==> config.mk <==
export PLATFORM = sky130hd
export DESIGN_NAME = pcicg_bridge
export DESIGN_NICKNAME = d
export VERILOG_FILES = /design/src/rtl/pcicg_pkg.sv /design/src/rtl/pcicg_bridge.sv /design/src/rtl/pcicg_idsel.sv
export SDC_FILE = /design/constraint.sdc
export NUM_CORES = 1
export LEC_CHECK = 0
export ABC_AREA = 1
export BUFFER_PORTS_ARGS = -buffer_cell sky130_fd_sc_hd__buf_2
export CAP_MARGIN = 10
export CORE_UTILIZATION = 50
export CTS_BUF_LIST = sky130_fd_sc_hd__clkbuf_4
export DETAILED_ROUTE_END_ITERATION = 8
export GPL_TIMING_DRIVEN = 1
export HOLD_SLACK_MARGIN = 0.02
export PLACE_DENSITY_LB_ADDON = 0.05
export SLEW_MARGIN = 5
export SYNTH_ARGS = -nofsm -noshare
export SYNTH_HDL_FRONTEND = slang
export SYNTH_SLANG_ARGS = --single-unit
==> constraint.sdc <==
create_clock -name clk -period 3.14 [get_ports clk]
set_input_delay 0.471 -clock clk [delete_from_list [all_inputs] [get_ports clk]]
set_output_delay 0.471 -clock clk [all_outputs]
set_load 0.02 [all_outputs]
==> src/rtl/pcicg_pkg.sv <==
// constants shared by the configuration cycle generator files
`default_nettype none
package pcicg_pkg;
  // port offsets inside pci i/o space
  localparam logic [31:0] CFG_ADDR_OFS = 32'h0000_0cf8;
  localparam logic [31:0] CFG_DATA_OFS = 32'h0000_0cfc;
  // slave window three reset mapping
  localparam logic [31:0] SLAVE3_BASE_RST = 32'h8000_0000;
  localparam logic [31:0] SLAVE3_OFFSET_RST = 32'h0000_0000;
  localparam logic [31:0] SLAVE3_MASK_RST = 32'h00ff_ffff;
  // interrupt acknowledge port location, arbitrary value
  localparam logic [31:0] INTACK_ADDR_RST = 32'hbfff_fff0;
  // address port fields
  localparam int CA_EN_BIT = 31;
  localparam int CA_BUS_LSB = 16;
  localparam int CA_DEV_LSB = 11;
  localparam int CA_FN_LSB = 8;
  localparam int CA_REG_LSB = 2;
  localparam logic [31:0] CA_RST = 32'h0000_0000;
  localparam logic [31:0] CA_WMASK = 32'h80ff_fffc;
  // special cycle setting of the address port
  localparam logic [7:0] SPC_BUS = 8'h00;
  localparam logic [4:0] SPC_DEV = 5'h1f;
  localparam logic [2:0] SPC_FN = 3'h7;
  localparam logic [5:0] SPC_REG = 6'h00;
  // device select decode
  localparam logic [4:0] IDSEL_DEV_AD31 = 5'h00;
  localparam logic [4:0] IDSEL_DEV_FIRST = 5'h0b;
  localparam logic [4:0] IDSEL_DEV_LAST = 5'h1e;
  localparam int IDSEL_LSB = 11;
  localparam int IDSEL_LINES = 21;
  // low address bits of configuration cycles
  localparam logic [1:0] CFG_TYPE0 = 2'h0;
  localparam logic [1:0] CFG_TYPE1 = 2'h1;
  // pci command codes
  localparam logic [3:0] CMD_INTACK = 4'h0;
  localparam logic [3:0] CMD_SPECIAL = 4'h1;
  localparam logic [3:0] CMD_IO_RD = 4'h2;
  localparam logic [3:0] CMD_IO_WR = 4'h3;
  localparam logic [3:0] CMD_CFG_RD = 4'ha;
  localparam logic [3:0] CMD_CFG_WR = 4'hb;
  // fill for bytes lost to an abort
  localparam logic [7:0] ABORT_FILL = 8'hff;
endpackage : pcicg_pkg
`default_nettype wire
==> src/rtl/pcicg_bridge.sv <==
// processor to pci configuration, special and intack cycle generator
// Notes on behaviour
// - address port write of valid width never starts pci cycle
// - valid address makes data access configuration
// - invalid setting or odd width goes i/o
// - ports decoded at cf8 and cfc
// - window three maps i/o from 80000000
// - register and function on low address
// - top address lines are one-hot selects
// - device number decode to ad31, ad11..ad30
// - bus zero gives local type 0 cycle
// - nonzero bus gives type 1 cycle
// - special setting then data write: special cycle
// - special cycle drives written data on ad
// - intack read starts one cycle, enables passed
// - intack vector returned as read data
// - drive documented command codes
// - aborted read fills untransferred bytes with ones
`default_nettype none
module pcicg_bridge #(
  parameter logic [31:0] SLAVE3_BASE = pcicg_pkg::SLAVE3_BASE_RST,
  parameter logic [31:0] SLAVE3_OFFSET = pcicg_pkg::SLAVE3_OFFSET_RST,
  parameter logic [31:0] SLAVE3_MASK = pcicg_pkg::SLAVE3_MASK_RST,
  parameter logic [31:0] INTACK_ADDR = pcicg_pkg::INTACK_ADDR_RST
) (
  // clock and reset
  input wire logic clk,
  input wire logic rst,
  // processor request
  input wire logic req_valid,
  output logic req_ready,
  input wire logic req_write,
  input wire logic [31:0] req_addr,
  input wire logic [3:0] req_be,
  input wire logic [31:0] req_wdata,
  // processor response
  output logic rsp_valid,
  output logic [31:0] rsp_rdata,
  // pci master command
  output logic pci_req_valid,
  input wire logic pci_req_ready,
  output logic [3:0] pci_cmd,
  output logic [31:0] pci_addr,
  output logic [3:0] pci_be,
  output logic [31:0] pci_wdata,
  // pci master completion
  input wire logic pci_done,
  input wire logic pci_abort,
  input wire logic [3:0] pci_bytes_done,
  input wire logic [31:0] pci_rdata
);
  typedef enum logic [1:0] {ST_IDLE, ST_ISSUE, ST_WAIT, ST_RESP} pcicg_st_e;

  pcicg_st_e state_q, state_d;
  logic [31:0] cfg_addr_q;
  logic [3:0] cmd_q;
  logic [31:0] addr_q;
  logic [3:0] be_q;
  logic [31:0] wdata_q;
  logic wr_q;
  logic [31:0] rdata_q;
  logic rsp_q;

  // request decode
  wire req_fire = req_valid && req_ready;
  wire [31:0] io_ofs = req_addr - SLAVE3_BASE;
  wire in_win = (io_ofs & ~SLAVE3_MASK) == 32'h0;
  wire hit_intack = (req_addr[31:2] == INTACK_ADDR[31:2]);
  wire hit_caddr = in_win &&
    (io_ofs[31:2] == pcicg_pkg::CFG_ADDR_OFS[31:2]);
  wire hit_cdata = in_win &&
    (io_ofs[31:2] == pcicg_pkg::CFG_DATA_OFS[31:2]);
  // one, two or four aligned bytes
  wire width_ok = (req_be == 4'h1) || (req_be == 4'h2) ||
    (req_be == 4'h4) || (req_be == 4'h8) || (req_be == 4'h3) ||
    (req_be == 4'hc) || (req_be == 4'hf);
  wire loc_caddr = hit_caddr && width_ok;

  // address port fields
  wire ca_en = cfg_addr_q[pcicg_pkg::CA_EN_BIT];
  wire [7:0] ca_bus = cfg_addr_q[pcicg_pkg::CA_BUS_LSB +: 8];
  wire [4:0] ca_dev = cfg_addr_q[pcicg_pkg::CA_DEV_LSB +: 5];
  wire [2:0] ca_fn = cfg_addr_q[pcicg_pkg::CA_FN_LSB +: 3];
  wire [5:0] ca_reg = cfg_addr_q[pcicg_pkg::CA_REG_LSB +: 6];
  wire ca_special = ca_en && (ca_bus == pcicg_pkg::SPC_BUS) &&
    (ca_dev == pcicg_pkg::SPC_DEV) && (ca_fn == pcicg_pkg::SPC_FN) &&
    (ca_reg == pcicg_pkg::SPC_REG);
  // setting is valid only with the enable bit
  wire do_cfg = hit_cdata && width_ok && ca_en;
  wire do_spc = do_cfg && ca_special && req_write;
  // misfit port accesses fall through to i/o
  wire do_io = in_win && !loc_caddr && !do_cfg;
  wire do_ia = hit_intack && !req_write && !in_win;
  wire to_pci = do_cfg || do_io || do_ia;

  wire [pcicg_pkg::IDSEL_LINES-1:0] idsel;
  pcicg_idsel u_idsel (
    .dev(ca_dev),
    .sel(idsel)
  );

  // configuration address phase
  wire [31:0] type0_addr = {idsel, ca_fn, ca_reg,
    pcicg_pkg::CFG_TYPE0};
  wire [31:0] type1_addr = {8'h00, ca_bus, ca_dev, ca_fn, ca_reg,
    pcicg_pkg::CFG_TYPE1};
  // bus zero is this bridge's own segment
  wire [31:0] cfg_pci_addr = (ca_bus == 8'h00) ? type0_addr :
    type1_addr;
  wire [31:0] io_pci_addr = io_ofs + SLAVE3_OFFSET;

  // command selection
  wire [3:0] cmd_sel =
    do_ia ? pcicg_pkg::CMD_INTACK :
    do_spc ? pcicg_pkg::CMD_SPECIAL :
    do_cfg ? (req_write ? pcicg_pkg::CMD_CFG_WR : pcicg_pkg::CMD_CFG_RD) :
    (req_write ? pcicg_pkg::CMD_IO_WR : pcicg_pkg::CMD_IO_RD);
  wire [31:0] addr_sel = do_ia ? 32'h0 :
    do_cfg ? cfg_pci_addr : io_pci_addr;

  // address port write merge by byte lane
  wire [31:0] lane_mask = {{8{req_be[3]}}, {8{req_be[2]}},
    {8{req_be[1]}}, {8{req_be[0]}}};
  wire [31:0] ca_merge = ((cfg_addr_q & ~lane_mask) |
    (req_wdata & lane_mask)) & pcicg_pkg::CA_WMASK;
  wire ca_load = req_fire && loc_caddr && req_write;

  // aborted reads keep only the bytes that arrived
  logic [31:0] fill_rdata;
  genvar b;
  generate
    for (b = 0; b < 4; b++)
    begin : g_fill
      assign fill_rdata[8*b +: 8] = (pci_abort && !pci_bytes_done[b]) ?
        pcicg_pkg::ABORT_FILL : pci_rdata[8*b +: 8];
    end
  endgenerate

  // local reads and unmapped accesses answer without pci
  wire [31:0] loc_rdata = loc_caddr ? (cfg_addr_q & lane_mask) :
    {4{pcicg_pkg::ABORT_FILL}};

  always_comb
  begin
    state_d = state_q;
    case (state_q)
      ST_IDLE:
        if (req_valid)
          state_d = to_pci ? ST_ISSUE : ST_RESP;
      ST_ISSUE:
        if (pci_req_ready)
          state_d = ST_WAIT;
      ST_WAIT:
        if (pci_done)
          state_d = ST_RESP;
      default:
        state_d = ST_IDLE;
    endcase
  end

  always_ff @(posedge clk)
  begin
    if (rst)
      state_q <= ST_IDLE;
    else
      state_q <= state_d;
  end

  always_ff @(posedge clk)
  begin
    if (rst)
      cfg_addr_q <= pcicg_pkg::CA_RST;
    else if (ca_load)
      cfg_addr_q <= ca_merge;
  end

  // one capture per accepted request keeps intack to a single cycle
  always_ff @(posedge clk)
  begin
    if (rst)
    begin
      cmd_q <= 4'h0;
      addr_q <= 32'h0;
      be_q <= 4'h0;
      wdata_q <= 32'h0;
      wr_q <= 1'b0;
    end
    else if (req_fire)
    begin
      cmd_q <= cmd_sel;
      addr_q <= addr_sel;
      be_q <= req_be;
      wdata_q <= req_wdata;
      wr_q <= req_write;
    end
  end

  always_ff @(posedge clk)
  begin
    if (rst)
      rdata_q <= 32'h0;
    else if (req_fire && !to_pci)
      rdata_q <= req_write ? 32'h0 : loc_rdata;
    else if (state_q == ST_WAIT && pci_done)
      rdata_q <= wr_q ? 32'h0 : fill_rdata;
  end

  always_ff @(posedge clk)
  begin
    if (rst)
      rsp_q <= 1'b0;
    else
      rsp_q <= (state_d == ST_RESP);
  end

  assign req_ready = (state_q == ST_IDLE);
  assign rsp_valid = rsp_q;
  assign rsp_rdata = rdata_q;
  assign pci_req_valid = (state_q == ST_ISSUE);
  assign pci_cmd = cmd_q;
  assign pci_addr = addr_q;
  assign pci_be = be_q;
  assign pci_wdata = wdata_q;
endmodule // pcicg_bridge
`default_nettype wire

==> src/rtl/pcicg_idsel.sv <==
// device number to one-hot device select line decoder
`default_nettype none
module pcicg_idsel (
  // device number
  input wire logic [4:0] dev,
  // select lines ad31..ad11, bit 0 is ad11
  output logic [pcicg_pkg::IDSEL_LINES-1:0] sel
);
  genvar g;
  generate
    for (g = 0; g < pcicg_pkg::IDSEL_LINES - 1; g++)
    begin : g_line
      // line ad11+g for device 0b+g, ad31 stays for device zero
      assign sel[g] = (dev == 5'(pcicg_pkg::IDSEL_DEV_FIRST + g));
    end
  endgenerate
  assign sel[pcicg_pkg::IDSEL_LINES-1] = (dev == pcicg_pkg::IDSEL_DEV_AD31);
endmodule // pcicg_idsel
`default_nettype wire

==> impl_metrics.env <==
export IMPL_outcome="finished clean"
export IMPL_cts_buffers=17
export IMPL_syn_nets=1235
export IMPL_yosysTopAreaCell="dfxtp_1"
export IMPL_skew_ns=0.0205
export IMPL_grt_max_degree=57
export IMPL_post_cts_setup_buffers=0
export IMPL_ant_nets=0
export IMPL_peakVddDrop_mv=0.315
export IMPL_power_total_mw=4.24
export IMPL_ctsHoldBuffers=0
export IMPL_holdWs_ns=0.157
export IMPL_syn_instance_count=1124
export IMPL_clkLatencyLatePin_ns=0.57
export IMPL_fmax_mhz=456
export IMPL_gp_congestion=0.926
export IMPL_dieArea_um2=14400
export IMPL_clk_transition_reported_paths_ns=0.12
export IMPL_slew_headroom_pct=21.0
export IMPL_ys_seq_area_share_pct=37.5
export IMPL_maxCapViolations=0
export IMPL_synth_top_area_share_pct=37.5
export IMPL_ys_ff_latch=130
export IMPL_clk_root_buffer_cell="clkbuf_4"
export IMPL_finalSetupTns_ns=0
export IMPL_dp_hpwl_mm=14.9
export IMPL_totalWireLength_mm=20.2
export IMPL_htreeDepth=4
export IMPL_period_minus_slack_ns=2.19
export IMPL_nNetsFinal=1418
export IMPL_core_um2=13400
export IMPL_cp_arrival_ns=2.69
export IMPL_dp_slack_ns=0.579
export IMPL_required_ns=3.64
export IMPL_critPathKind="flip-flop to flip-flop"
export IMPL_die_h_um=120
export IMPL_drcViolationCount=0
export IMPL_first_iter_violations=605
export IMPL_fill_cells=1422
export IMPL_r2r_slack_ns=0.95
export IMPL_finalHoldViolations=0
export IMPL_syn_to_final_growth_pct=20.1
export IMPL_place_inst=1464
export IMPL_end_kind="flip-flop"
export IMPL_postLayoutCoreUtil_pct=62.3
export IMPL_synth_area_leaders="dfxtp_1, nand2_1, inv_1"
export IMPL_fin_crit_sh_pct=69.8
export IMPL_slew_violations=0
export IMPL_p_leak_nw=4.34
export IMPL_yosysUniqueCellTypes=30
export IMPL_dpl_cell_area_um2=8050
export IMPL_vias=7581
export IMPL_finalSetupViolations=0
export IMPL_postCtsResizedCells=0
export IMPL_hold_start="req_wdata[0]"
export IMPL_firstDrtPassIters=6
export IMPL_powerDensity_nw_per_um2=508
export IMPL_die_w_um=120
export IMPL_cts_sinks=130
export IMPL_grt_use_total_pct=28.4
export IMPL_wl_per_cell_um=13.5
export IMPL_grt_overflow=0
export IMPL_start_util_pct=51.8
export IMPL_io_pins=218
export IMPL_grt_pass1_wl_mm=32.0
export IMPL_grt_pass1_vias=6526
export IMPL_worstHoldPathType="primary input to flip-flop"
export IMPL_finish_instance_area_um2=8340
export IMPL_antenna_found_initial=1
export IMPL_rsz0062_at_grt="no"
export IMPL_postSynthAreaPerCell_um2=6.18
export IMPL_drive_gt1_share_pct=21.5
export IMPL_final_cells=1495
export IMPL_worst_setup_path_start_kind="flip-flop"
export IMPL_tightest_slew_ns=1.18
export IMPL_ys_warn_count=0
export IMPL_path_max_fanout=19
export IMPL_routed_via_density=5.07
export IMPL_portBuffers=216
export IMPL_tritoncts="yes"
export IMPL_clk_path_buf_depth=2
export IMPL_num_rows=42
export IMPL_syn_area_um2=6950
export IMPL_setup_slack_ns=0.949
[per-layer routing]
layer / GRT usage [%] / up-vias / share of wire (%)
met4: 10.3 / 0 / 1.9
met2: 42.6 / 305 / 43
met3: 7.03 / 27 / 7.6
met5: 0 / - / 0
met1: 39.4 / 3356 / 48
li1: - / 3893 / -
[synthesized netlist by cell type (all sizes together)]
cell / instances
nand3: 88
nor3b: 1
nand4: 12
or2: 1
conb: 1
clkinv: 15
clkbuf: 37
nand3b: 1
inv: 163
o211ai: 22
a31oi: 1
o31ai: 2
buf: 28
a21oi: 106
nand2: 283
nor2: 146
dfxtp: 130
nor3: 8
o21ai: 79
[worst max-delay path, stage by stage (launching register included)]
cell and delay [ns]:
dfxtp_1 0.38, inv_1 0.09, nand4_1 0.25, nor2_2 0.63
nand2_1 0.23, o21ai_1 0.28, o211ai_1 0.13, a21oi_1 0.13
[cell type report]
class                   count  area [um^2]  share of cell area (%)
diodes                      1         2.50                  0.0300
clock buffers              18          135                    1.62
clock inverters            12          160                    1.92
inverters                 178          668                    8.01
multi-input cells         751         3360                    40.3
flip-flops and latches    130         2600                    31.2
well taps                 176          220                    2.64
repair buffers            229         1190                    14.3
[logic make-up after synthesis]
family	share of synthesized area, %
buffers and inverters	14.1
and+or+nand+nor	32.3
DFF	37.5
other	0.0540
AOI/OAI and AO/OA	16.1
[final timing paths]
| kind | to | cells after the start |
|---|---|---|
| setup / recovery | pci_addr[24]$_SDFFE_PP0P_ | 7 |
| hold / removal | pci_wdata[0]$_SDFFE_PP0P_ | 3 |
| setup reg to reg | pci_addr[24]$_SDFFE_PP0P_ | 7 |
| hold reg to reg | pci_addr[24]$_SDFFE_PP0P_ | 2 |
[power breakdown]
part / internal (mW) / switching (mW) / leakage [nW] / total, mW
registers: 1.81 / 0.0890 / 1.07 / 1.90
logic: 0.383 / 0.742 / 3.12 / 1.12
clock network: 0.554 / 0.663 / 0.147 / 1.22
[cells in the final DEF (no fill, tap or decap)]
cell,instances
o21ai_1,14
nand3_2,1
nand4_1,12
o31ai_1,2
dfxtp_1,130
clkbuf_4,18
inv_6,1
nor2_1,139
o21ai_0,65
nand3_1,87
inv_2,8
a21oi_2,1
buf_12,1
bufinv_16,3
clkinvlp_4,4
clkinv_1,15
diode_2,1
nor3_1,8
nand2_2,5
buf_4,12
a31oi_1,1
buf_2,216
nor3b_1,1
nand2_4,1
conb_1,1
a21oi_1,105
nand3b_1,1
inv_1,155
nor2_2,4
nor2_4,3
clkinv_4,3
clkinv_2,1
nand2_1,277
o211ai_1,22
or2_2,1
Note: power is estimated with default switching activity, not from simulation.
